==> config.mk <==
export PLATFORM = sky130hd
export DESIGN_NAME = hscb_config
export DESIGN_NICKNAME = d
export VERILOG_FILES = /design/src/hscb_text_ram.v /design/src/hscb_config.v
export VERILOG_INCLUDE_DIRS = /design/src
export SDC_FILE = /design/constraint.sdc
export NUM_CORES = 2
export LEC_CHECK = 0
export BUFFER_PORTS_ARGS = -buffer_cell sky130_fd_sc_hd__buf_4
export CORE_MARGIN = 4
export CORE_UTILIZATION = 63
export DETAILED_ROUTE_END_ITERATION = 8
export HOLD_SLACK_MARGIN = 0.15
export PLACE_DENSITY = 0.8
export SLEW_MARGIN = 20
export SYNTH_ARGS = -nofsm -noshare
export SYNTH_HDL_FRONTEND = slang
export SYNTH_SLANG_ARGS = --single-unit
==> constraint.sdc <==
create_clock -name ref_clk -period 3.45 [get_ports ref_clk]
set_input_delay 0.5175 -clock ref_clk [delete_from_list [all_inputs] [get_ports ref_clk]]
set_output_delay 0.5175 -clock ref_clk [all_outputs]
set_load 0.005 [all_outputs]
==> src/hscb_map.vh <==
// Register map and field layout of the hub string, charge and boost bank.
// Assumes a byte-wide configuration port with 8-bit printed offsets.
`ifndef HSCB_MAP_VH
`define HSCB_MAP_VH

// String regions, 62 bytes each
`define HSCB_PRD_BASE 8'h54
`define HSCB_PRD_LAST 8'h91
`define HSCB_SER_BASE 8'h92
`define HSCB_SER_LAST 8'hcf
`define HSCB_TEXT_BYTES 62
`define HSCB_MAX_CHARS 8'h1f

// Single registers
`define HSCB_PRD_LEN_ADDR 8'h14
`define HSCB_SER_LEN_ADDR 8'h15
`define HSCB_CHG_ADDR 8'hd0
`define HSCB_UPB_ADDR 8'hf6
`define HSCB_DNB_ADDR 8'hf8

// Writable bits; all others reserved
`define HSCB_CHG_MASK 8'h1e
`define HSCB_UPB_MASK 8'h03
`define HSCB_DNB_MASK 8'hff
`define HSCB_LEN_MASK 8'hff

// Reset values
`define HSCB_CHG_RESET 8'h00
`define HSCB_UPB_RESET 8'h00
`define HSCB_DNB_RESET 8'h00
`define HSCB_LEN_RESET 8'h00

// Field positions
`define HSCB_CHG_P1_BIT 1
`define HSCB_CHG_P4_BIT 4
`define HSCB_UPB_LSB 0
`define HSCB_DNB_P1_LSB 0
`define HSCB_DNB_P2_LSB 2
`define HSCB_DNB_P3_LSB 4
`define HSCB_DNB_P4_LSB 6

// Drive boost codes
`define HSCB_BOOST_NONE 2'h0
`define HSCB_BOOST_LOW 2'h1
`define HSCB_BOOST_MED 2'h2
`define HSCB_BOOST_HIGH 2'h3

`endif

==> src/hscb_text_ram.v <==
// Byte store for one UTF-16LE descriptor string region.
// Assumes writes and reads come from logic on ref_clk.
`timescale 1ns/1ps
`default_nettype none

module hscb_text_ram #(
    parameter DEPTH = 62,
    parameter AW = 6,
    parameter CW = 5
) (
    input wire ref_clk,            // Bank clock
    input wire wr_en,              // Byte write strobe
    input wire [AW-1:0] wr_addr,   // Byte index in region
    input wire [7:0] wr_data,      // Byte to store
    input wire [AW-1:0] rd_addr,   // Bus read byte index
    output wire [7:0] rd_data,     // Bus read byte
    input wire [CW-1:0] chr_index, // Character index
    output wire [15:0] chr_data    // Character, low byte from even addr
);

    reg [7:0] mem_q [0:DEPTH-1];
    wire [CW:0] lo_idx; // Byte index, one bit wider than the character
    wire [CW:0] hi_idx;

    ////////////////////////////////////////////////////////////////////////
    // Storage has no reset; length registers say what is valid
    always @(posedge ref_clk)
    begin
        if (wr_en && (wr_addr < DEPTH))
        begin
            mem_q[wr_addr] <= wr_data;
        end
    end

    ////////////////////////////////////////////////////////////////////////
    // Out of range indices read zero
    assign rd_data = (rd_addr < DEPTH) ? mem_q[rd_addr] : 8'h00;

    // Low byte first at the lower address (see [RULE_03])
    assign lo_idx = {chr_index, 1'b0};
    assign hi_idx = {chr_index, 1'b1};
    assign chr_data = (hi_idx < DEPTH) ?
        {mem_q[hi_idx], mem_q[lo_idx]} : 16'h0000;

endmodule // hscb_text_ram

`default_nettype wire

==> src/hscb_config.v <==
// Hub configuration bank: descriptor strings, charge enables, drive boost.
// Assumes a byte register port driven by the EEPROM or SMBus loader logic
// on ref_clk, and a hub core reading strings and settings on ref_clk.
//
// Operation
// [RULE_01] Product string region holds up to 31 characters in 62 bytes.
// [RULE_02] Serial string region 92h-CFh holds up to 31 UTF-16LE characters.
// [RULE_03] Each character stored low byte at lower address, high byte next.
// [RULE_04] Charge enable bits 1 to 4 enable ports 1 to 4; others reserved.
// [RULE_05] Upstream boost selector in bits 1:0; bits 7:2 reserved.
// [RULE_06] Boost code 00 none, 01 low, 10 medium, 11 high.
// [RULE_07] Downstream boost: port4 7:6, port3 5:4, port2 3:2, port1 1:0.
// [RULE_08] Loader should program boost 00 unless signalling needs help.
// [RULE_09] Length registers give product and serial character counts, max 31.
// [RULE_10] Reserved bits read zero; fields held stable after configuration.
`timescale 1ns/1ps
`default_nettype none
`include "hscb_map.vh"

module hscb_config (
    input wire ref_clk,                   // 100 MHz clock
    input wire sys_rst,                   // Async reset, active high
    input wire cfg_wr_en,                 // Register write strobe
    input wire cfg_rd_en,                 // Register read strobe
    input wire [7:0] cfg_addr,            // Register byte address
    input wire [7:0] cfg_wdata,           // Write data
    output reg [7:0] cfg_rdata,           // Read data, one cycle later
    output reg cfg_rvalid,                // Read data valid pulse
    input wire cfg_done,                  // Loader finished configuring
    output reg config_ready,              // Settings applied and locked
    input wire core_text_sel,             // 0 product, 1 serial
    input wire core_char_rd,              // Character read strobe
    input wire [4:0] core_char_index,     // Character number
    output reg [15:0] core_char_data,     // Character read result
    output reg core_char_valid,           // Character valid pulse
    output reg [3:0] charge_port_enable,  // Bit 0 is port 1
    output reg [1:0] upstream_drive_level,// Upstream boost code
    output reg [1:0] port1_drive_level,   // Port 1 boost code
    output reg [1:0] port2_drive_level,   // Port 2 boost code
    output reg [1:0] port3_drive_level,   // Port 3 boost code
    output reg [1:0] port4_drive_level,   // Port 4 boost code
    output reg [4:0] product_text_length, // Product characters, max 31
    output reg [4:0] serial_text_length   // Serial characters, max 31
);

    ////////////////////////////////////////////////////////////////////////
    // Helpers

    // Address inside an inclusive region
    function in_region;
        input [7:0] addr;
        input [7:0] first;
        input [7:0] last;
        begin
            in_region = (addr >= first) && (addr <= last);
        end
    endfunction

    // Byte index from region base
    function [5:0] region_offset;
        input [7:0] addr;
        input [7:0] base;
        reg [7:0] diff;
        begin
            diff = addr - base;
            region_offset = diff[5:0];
        end
    endfunction

    // Length clamped to the character limit
    function [4:0] clamp_len;
        input [7:0] len;
        reg [7:0] lim;
        begin
            lim = `HSCB_MAX_CHARS;
            if (len > lim)
            begin
                clamp_len = lim[4:0];
            end
            else
            begin
                clamp_len = len[4:0];
            end
        end
    endfunction

    ////////////////////////////////////////////////////////////////////////
    // Decode

    reg [7:0] chg_q;
    reg [7:0] upb_q;
    reg [7:0] dnb_q;
    reg [7:0] prd_len_q;
    reg [7:0] ser_len_q;
    wire wr_ok;
    wire prd_hit;
    wire ser_hit;
    wire [5:0] prd_off;
    wire [5:0] ser_off;
    wire [7:0] prd_byte;
    wire [7:0] ser_byte;
    wire [15:0] prd_chr;
    wire [15:0] ser_chr;
    wire apply;
    reg [7:0] rd_d;

    // Writes after lock are dropped so the core sees stable settings
    assign wr_ok = cfg_wr_en && !config_ready; // see [RULE_10]
    assign prd_hit = in_region(cfg_addr, `HSCB_PRD_BASE,
        `HSCB_PRD_LAST); // see [RULE_01]
    assign ser_hit = in_region(cfg_addr, `HSCB_SER_BASE,
        `HSCB_SER_LAST); // see [RULE_02]
    assign prd_off = region_offset(cfg_addr, `HSCB_PRD_BASE);
    assign ser_off = region_offset(cfg_addr, `HSCB_SER_BASE);
    assign apply = cfg_done && !config_ready;

    ////////////////////////////////////////////////////////////////////////
    // String stores, 62 bytes each

    hscb_text_ram #(
        .DEPTH(`HSCB_TEXT_BYTES),
        .AW(6),
        .CW(5)
    ) u_prd_ram (
        .ref_clk(ref_clk),
        .wr_en(wr_ok && prd_hit), // see [RULE_01]
        .wr_addr(prd_off),
        .wr_data(cfg_wdata),
        .rd_addr(prd_off),
        .rd_data(prd_byte),
        .chr_index(core_char_index),
        .chr_data(prd_chr)
    );

    hscb_text_ram #(
        .DEPTH(`HSCB_TEXT_BYTES),
        .AW(6),
        .CW(5)
    ) u_ser_ram (
        .ref_clk(ref_clk),
        .wr_en(wr_ok && ser_hit), // see [RULE_02]
        .wr_addr(ser_off),
        .wr_data(cfg_wdata),
        .rd_addr(ser_off),
        .rd_data(ser_byte),
        .chr_index(core_char_index),
        .chr_data(ser_chr)
    );

    ////////////////////////////////////////////////////////////////////////
    // Control registers; reserved bits never stored
    always @(posedge ref_clk or posedge sys_rst)
    begin
        if (sys_rst)
        begin
            chg_q <= `HSCB_CHG_RESET;
            upb_q <= `HSCB_UPB_RESET;
            dnb_q <= `HSCB_DNB_RESET;
            prd_len_q <= `HSCB_LEN_RESET;
            ser_len_q <= `HSCB_LEN_RESET;
        end
        else if (wr_ok)
        begin
            case (cfg_addr)
                `HSCB_CHG_ADDR:
                    chg_q <= cfg_wdata & `HSCB_CHG_MASK; // see [RULE_04]
                `HSCB_UPB_ADDR:
                    upb_q <= cfg_wdata & `HSCB_UPB_MASK; // see [RULE_05]
                `HSCB_DNB_ADDR:
                    dnb_q <= cfg_wdata & `HSCB_DNB_MASK; // see [RULE_07]
                `HSCB_PRD_LEN_ADDR:
                    prd_len_q <= cfg_wdata & `HSCB_LEN_MASK; // see [RULE_09]
                `HSCB_SER_LEN_ADDR:
                    ser_len_q <= cfg_wdata & `HSCB_LEN_MASK; // see [RULE_09]
                default:
                    chg_q <= chg_q;
            endcase
        end
    end

    ////////////////////////////////////////////////////////////////////////
    // Read mux; unmapped and reserved bits read zero
    always @*
    begin
        rd_d = 8'h00;
        if (prd_hit)
        begin
            rd_d = prd_byte;
        end
        else if (ser_hit)
        begin
            rd_d = ser_byte;
        end
        else
        begin
            case (cfg_addr)
                `HSCB_CHG_ADDR: rd_d = chg_q; // see [RULE_10]
                `HSCB_UPB_ADDR: rd_d = upb_q; // see [RULE_10]
                `HSCB_DNB_ADDR: rd_d = dnb_q;
                `HSCB_PRD_LEN_ADDR: rd_d = prd_len_q;
                `HSCB_SER_LEN_ADDR: rd_d = ser_len_q;
                default: rd_d = 8'h00;
            endcase
        end
    end

    // Registered read answer
    always @(posedge ref_clk or posedge sys_rst)
    begin
        if (sys_rst)
        begin
            cfg_rdata <= 8'h00;
            cfg_rvalid <= 1'b0;
        end
        else
        begin
            cfg_rvalid <= cfg_rd_en;
            if (cfg_rd_en)
            begin
                cfg_rdata <= rd_d;
            end
        end
    end

    ////////////////////////////////////////////////////////////////////////
    // Apply settings once when the loader finishes; held until reset.
    // Boost codes pass through as written; the loader should keep them at
    // the no-boost code unless signalling is degraded.
    always @(posedge ref_clk or posedge sys_rst)
    begin
        if (sys_rst)
        begin
            config_ready <= 1'b0;
            charge_port_enable <= 4'h0;
            upstream_drive_level <= `HSCB_BOOST_NONE;
            port1_drive_level <= `HSCB_BOOST_NONE;
            port2_drive_level <= `HSCB_BOOST_NONE;
            port3_drive_level <= `HSCB_BOOST_NONE;
            port4_drive_level <= `HSCB_BOOST_NONE;
            product_text_length <= 5'h00;
            serial_text_length <= 5'h00;
        end
        else if (apply)
        begin
            config_ready <= 1'b1; // see [RULE_10]
            charge_port_enable <= chg_q[`HSCB_CHG_P4_BIT:`HSCB_CHG_P1_BIT];
            // see [RULE_04]
            upstream_drive_level <= upb_q[`HSCB_UPB_LSB+:2]; // see [RULE_05]
            // Two-bit codes kept verbatim (see [RULE_06])
            port1_drive_level <= dnb_q[`HSCB_DNB_P1_LSB+:2]; // see [RULE_07]
            port2_drive_level <= dnb_q[`HSCB_DNB_P2_LSB+:2]; // see [RULE_07]
            port3_drive_level <= dnb_q[`HSCB_DNB_P3_LSB+:2]; // see [RULE_07]
            port4_drive_level <= dnb_q[`HSCB_DNB_P4_LSB+:2]; // see [RULE_07]
            product_text_length <= clamp_len(prd_len_q); // see [RULE_09]
            serial_text_length <= clamp_len(ser_len_q); // see [RULE_09]
        end
    end

    ////////////////////////////////////////////////////////////////////////
    // Core character reads, one cycle latency; index 31 is beyond limit
    always @(posedge ref_clk or posedge sys_rst)
    begin
        if (sys_rst)
        begin
            core_char_data <= 16'h0000;
            core_char_valid <= 1'b0;
        end
        else
        begin
            core_char_valid <= core_char_rd;
            if (core_char_rd)
            begin
                if (core_char_index >= `HSCB_MAX_CHARS)
                begin
                    core_char_data <= 16'h0000; // see [RULE_01]
                end
                else if (core_text_sel)
                begin
                    core_char_data <= ser_chr; // see [RULE_03]
                end
                else
                begin
                    core_char_data <= prd_chr; // see [RULE_03]
                end
            end
        end
    end

endmodule // hscb_config

`default_nettype wire

# --- Yosys cells after proc, flatten, opt, wreduce, memory -nomap -nowiden ---
# Memories as Yosys holds them, arrays and structs flattened.
# Cells that the tools add are included.
totals:
  ff_bits: 81
  mem_bits_rw: 992
  inputBits: 28
  output_inout_bits: 51
  wordCells: 66
  memories: 2
classes:
  n_addsub: 2
  n_lt_le_gt_ge: 10
  n_eq_ne: 5
  mux: 15
  reduce_logical: 14
mem_list:
  columns: ["memory", "words", "width", "read_ports", "rd_clocked_by_memory_dff", "write_ports", "line_no", "text"]
  rows:
  - ["u_prd_ram.mem_q", 62, 8, 3, 0, 1, "hscb_text_ram.v:21", "reg [7:0] mem_q [0:DEPTH-1];"]
  - ["u_ser_ram.mem_q", 62, 8, 3, 0, 1, "hscb_text_ram.v:21", null]
op_table:
  columns: ["op", "count"]
  rows:
  - ["$mux W16", 4]
  - ["$pmux W8 S5", 1]
  - ["$mux W8", 4]
  - ["$eq A8 B8 Y1 const B", 3]
  - ["$lt A6 B6 Y1 const B", 3]
  - ["$eq A8 B5 Y1 const B", 2]
  - ["$gt A8 B5 Y1 const B", 2]
  - ["$le A8 B8 Y1 const B", 2]
  - ["$sub A6 B5 Y6 const B", 2]
  - ["$mux W5", 2]
  - ["$reduce_and A2 Y1", 5]
  - ["$ge A8 B7 Y1 const B", 1]
  - ["$ge A8 B8 Y1 const B", 1]
  - ["$logic_and A1 B1 Y1", 8]
  - ["$ge A5 B5 Y1 const B", 1]
  - ["$mux W1", 4]
  - ["$logic_not A1 Y1", 1]

# --- Depth between registers and ports, before layout ---
logic_depth:
  depth_word: 6
  mapped_depth: 17
  depth_no_buf: 9

# --- Cells and area by module ---
# A second synthesis with hierarchy kept.
hier_totals:
  hier_cells: 2909
  hier_area_um2: 50524.7
modules_own_cells:
  columns: ["module", "n_inst", "cells_per_inst", "area_each_um2"]
  rows:
  - ["hscb_text_ram", 2, 1278, 23309.9]
  - ["hscb_config", 1, 353, 3905.0]

# --- Worst setup path before layout ---
# Ideal clock, no wire load.
synth_path:
  kind: "in2reg"
  from: "in cfg_addr[1]"
  to: "mem u_ser_ram.mem_q[48][0], enable pin"
  arrival_ps: 3492
  required_time_ps: 3080
  setup_slack_ps: -412
  stages: 14
  path_buffers: 5
  cell_sequence: "buf_6 > buf_12 > buf_6 > buf_4 > buf_2 > inv_1 > ha_1 > nor2b_1 > or3_1 > nand4_1 > a32oi_1 > nor3_1 > nand2_1 > nor2_1"
synth_via:
  elab_chain_len: 6
synth_lines:
  columns: ["element", "line_no", "text"]
  rows:
  - ["start, declared", "hscb_config.v:25", "input wire [7:0] cfg_addr,"]
  - ["branches (longest 6 deep; another with $sub A6 B5 Y6)", null, null]
  - ["end, declared", "hscb_text_ram.v:21", null]
# Several ways; the timed one is not identified.

# --- Final worst setup path ---
layout_path:
  from: "in cfg_addr[2]"
  to: "mem u_prd_ram.mem_q[47][7], enable pin"
layout_via:
  elab_chain_len: 6
layout_lines:
  columns: ["element", "line_no"]
  rows:
  - ["branches (longest 6 deep; another with $sub A6 B5 Y6)", null]
  - ["end, declared", "hscb_text_ram.v:21"]
# Several ways; the timed one is not identified.

==> results_dict.tcl <==
set metrics [dict create \
    synth.ff_latch_count 1073 \
    r2r_end "u_prd_ram.mem_q[47][7]" \
    clk_transition_reported_paths_ps 60 \
    finalWeightedCongestion 0.9995 \
    path_class "in -> reg" \
    finalNetCount 2830 \
    r2r-start "config_ready" \
    worst-path-max-fanout 23 \
    multiInputGateArea_um2 17770 \
    power.leakage_nw 18.97 \
    cp_data_arrival_time_ps 3280 \
    cells_along_the_critical_path "buf_4 > buf_4 > ha_1 > nand2b_1 > o311ai_1 > a21o_1 > o2111a_1 > nor2b_1 > nand2_1 > nor3_2 > buf_4" \
    synth.avg_cell_area_um2 19.49 \
    slew_headroom_pct 34.43 \
    crit_path_top_delay_cell "sky130_fd_sc_hd__buf_4" \
    run_status "finished clean" \
    max_cap_violations 0 \
    grt_max_degree 129 \
    globalRouteTotalUtil_pct 36.60 \
    synth_fp_nets 2610 \
    drt_iter0_markers 5592 \
    seq_area_frac_synth_pct 63.43 \
    synthMostInstantiatedCell "sky130_fd_sc_hd__edfxtp_1" \
    netlist.area_leader.share_pct 59.39 \
    post_layout_util_pct 72.79 \
    num-fill-cells 4315 \
    post_synth_inst_count 2573 \
    final.setup_skew_ps 29.24 \
    drtPass1Iterations 8 \
    synthTopCellsByArea "sky130_fd_sc_hd__edfxtp_1 (59%), sky130_fd_sc_hd__mux4_2 (24%), sky130_fd_sc_hd__dfrtp_1 (4.0%)" \
    post-dp-hpwl_um 101200 \
    vias_in_the_first_global_route 30350 \
    postRouteWirelength_um 152800 \
    cts.htree.levels 3 \
    dieWidth_um 290.2 \
    insertion_delay_ps 690 \
    report.final.hold_viol_count 0 \
    worst_ep_required_time_ps 3830 \
    cp-start-kind "input pin" \
    regArea_um2 31820 \
    min_to "u_prd_ram.mem_q[16][0]" \
    total_setup_violations_reported_at_the_end_of_the_flow 0 \
    floorplan.io_pins 79 \
    dp.cells 3731 \
    setup_repair_after_global_routing_missed_its_margin "no" \
    worstRegToRegCells 6 \
    synth-async-reset-ratio_pct 7.549 \
    via_count 30750 \
    cts.sinks 1073 \
    placementRows 103 \
    crit_path_frequent_cell "sky130_fd_sc_hd__buf_4" \
    cts_post_setup_buffers_inserted 0 \
    total_cts_buffers 106 \
    worst-r2r-setup-slack_ps 860 \
    drtAntennaViolNets 0 \
    post_synth_most_frequent_cells "sky130_fd_sc_hd__edfxtp_1 (992), sky130_fd_sc_hd__mux4_2 (538), sky130_fd_sc_hd__nor2_1 (159)" \
    wl_per_cell_um 38.84 \
    finalHoldWorstSlack_ps 407.7 \
    synth_cell_type_count 65 \
    initial_utilization_pct 63.49 \
    post_layout_nonfiller_instances 3935 \
    power_per_cell_area_nw_per_um2 505.5 \
    viasPerCell 7.814 \
    layout-area-overhead-vs-synth_pct 14.64 \
    fp.dieH_um 290.2 \
    syn_area_um2 50160 \
    synthesis.yosys.warnings 0 \
    min_from "cfg_wdata[0]" \
    grt_antenna_before_repair 5 \
    cts.path.max_buffers 3 \
    synth_enable_flop_cells 992 \
    post_route_cells_drive_above_1_share_pct 40.10 \
    final_min_period_ps 2904 \
    worst_hold_class "in -> reg" \
    worst_setup_path_end_kind "flop" \
    max_clock_freq_mhz 344.3 \
    cts_root_buf "sky130_fd_sc_hd__clkbuf_16" \
    hold_path_depth 1 \
    tightestPinTransition_ps 983.5 \
    yosys_most_used_dff "sky130_fd_sc_hd__edfxtp_1" \
    peakVddDrop_v 0.0004425 \
    coreArea_um2 79000 \
    cpPeakStageDelay_ps 450 \
    synthDominantAreaCellType "sky130_fd_sc_hd__edfxtp_1" \
    antenna_cells 0 \
    final_max_slew_viol_count 0 \
    remaining_drc_errors 0 \
    final.period_utilization_pct 84.18 \
    grt-ovfl-total 0 \
    die_area_um2 84200 \
    grt_pass1_wl_um 222100 \
    io_buffer_count 78 \
    clock_tree_from_tritoncts "built" \
]
-- critical path: cells and delay by family --
family | cells | cell delay (ps)
buffers and inverters | 3 | 790
AND/OR/NAND/NOR | 4 | 1070
AO/OA/AOI/OAI | 3 | 640
adder cells (fa/ha/maj) | 1 | 270
-- area by class of cell --
cell class,count,area share (%)
Clock buffer,133,4.898
Multi-Input combinational cell,1303,30.90
Sequential cell,1073,55.33
Inverter,9,0.06745
Clock inverter,67,1.284
Timing Repair Buffer,300,5.239
Tap cell,1050,2.285
-- metrics by stage --
| step | power (mW) | cell area (µm²) | setup slack [ps] | TNS (ps) |
|---|---|---|---|---|
| floorplan | 16.13 | 50640 | -57.93 | -2584 |
| global placement | 17.32 | 53900 | 38.67 | 0 |
| detailed placement | 17.36 | 53900 | 45.51 | 0 |
| CTS | 29.03 | 57500 | 726.3 | 0 |
| global route | 29.81 | 57500 | 509.1 | 0 |
| finish | 29.07 | 57500 | 545.8 | 0 |
-- routing by layer --
layer  global-route usage (%)  vias to the layer above  wire length (µm)
met1                    51.97                    15820             51910
met4                    16.17                        6              8622
li1                         -                    11400                 -
met5                        0                        -                34
met3                    11.84                      483             23750
met2                    53.26                     3034             68530
-- flip-flops by register name (all words and copies together), names as in the netlist, 2 cells and up --
register              cells
port2_drive_level         2
prd_len_q                 8
port4_drive_level         2
u_prd_ram.mem_q         496
ser_len_q                 8
core_char_data           16
product_text_length       5
upb_q                     2
charge_port_enable        4
port1_drive_level         2
u_ser_ram.mem_q         496
port3_drive_level         2
dnb_q                     8
chg_q                     4
serial_text_length        5
upstream_drive_level      2
cfg_rdata                 8
-- where the power goes --
part           total (mW)  leakage (nW)  switching, mW  internal (mW)
Sequential           14.4          9.97          0.101           14.3
Clock                11.9          1.70           5.13           6.74
Combinational        2.82          7.30           1.63           1.19
-- what timing repair did --
item                       CTS  global route
hold endpoints to repair    47             0
gates resized for setup      0             0
hold buffers                 4             0
setup endpoints to repair    0             0
-- how the worst max path moves through the flow --
stage                startpoint                     end  slack [ps]  depth (start not counted)
finish              cfg_addr[2]  u_prd_ram.mem_q[47][7]         550                         11
global placement    cfg_addr[2]  u_prd_ram.mem_q[23][0]          40                         11
detailed placement  cfg_addr[2]  u_prd_ram.mem_q[31][7]          50                         11
global route        cfg_addr[2]  u_ser_ram.mem_q[29][1]         510                         11
CTS                 cfg_addr[2]  u_prd_ram.mem_q[47][7]         730                         11
floorplan           cfg_addr[2]  u_prd_ram.mem_q[56][0]         -60                         10
-- cells in the final DEF, fill, tap and decap left out, types with 6 or more instances in the layout --
| cell type | Yosys | layout |
|---|---|---|
| sky130_fd_sc_hd__o221ai_1 | 17 | 17 |
| sky130_fd_sc_hd__buf_12 | 2 | 57 |
| sky130_fd_sc_hd__a221oi_1 | 6 | 6 |
| sky130_fd_sc_hd__clkbuf_16 | 0 | 108 |
| sky130_fd_sc_hd__mux2_2 | 69 | 69 |
| sky130_fd_sc_hd__bufinv_16 | 0 | 12 |
| sky130_fd_sc_hd__a22oi_1 | 7 | 7 |
| sky130_fd_sc_hd__nand3_1 | 20 | 20 |
| sky130_fd_sc_hd__and2_1 | 6 | 6 |
| sky130_fd_sc_hd__nor3_2 | 0 | 8 |
| sky130_fd_sc_hd__clkinv_4 | 0 | 10 |
| sky130_fd_sc_hd__clkinvlp_4 | 0 | 13 |
| sky130_fd_sc_hd__nor2_1 | 159 | 97 |
| sky130_fd_sc_hd__nor2_4 | 0 | 31 |
| sky130_fd_sc_hd__a31oi_1 | 8 | 8 |
| sky130_fd_sc_hd__nand2b_1 | 28 | 28 |
| sky130_fd_sc_hd__nor2b_1 | 10 | 9 |
| sky130_fd_sc_hd__buf_4 | 24 | 233 |
| sky130_fd_sc_hd__nor3_1 | 20 | 11 |
| sky130_fd_sc_hd__o22a_1 | 13 | 13 |
| sky130_fd_sc_hd__ha_1 | 9 | 7 |
| sky130_fd_sc_hd__dfrtp_1 | 81 | 81 |
| sky130_fd_sc_hd__clkinv_1 | 2 | 16 |
| sky130_fd_sc_hd__nand2_1 | 131 | 126 |
| sky130_fd_sc_hd__o22ai_1 | 28 | 28 |
| sky130_fd_sc_hd__o211ai_1 | 7 | 7 |
| sky130_fd_sc_hd__a21oi_1 | 10 | 10 |
| sky130_fd_sc_hd__clkinv_2 | 0 | 14 |
| sky130_fd_sc_hd__clkbuf_1 | 67 | 23 |
| sky130_fd_sc_hd__mux4_1 | 16 | 16 |
| sky130_fd_sc_hd__edfxtp_1 | 992 | 992 |
| sky130_fd_sc_hd__nor2_2 | 0 | 31 |
| sky130_fd_sc_hd__mux4_2 | 538 | 538 |
| sky130_fd_sc_hd__o21ai_0 | 46 | 46 |
| sky130_fd_sc_hd__mux2i_1 | 84 | 84 |
-- logic make-up (layout without fill, tap and decap cells) --
| group | count (synthesis) | after routing | share of synthesized area, % |
|---|---|---|---|
| simple gates | 406 | 406 | 3.570 |
| flops | 1073 | 1073 | 63.43 |
| buf+inv | 197 | 509 | 2.038 |
| fa+ha+maj | 9 | 9 | 0.2245 |
| compound gates | 176 | 176 | 2.432 |
| mux | 707 | 707 | 28.22 |
| xor+xnor | 5 | 5 | 0.08730 |
Power figures use the tool's default switching activity.
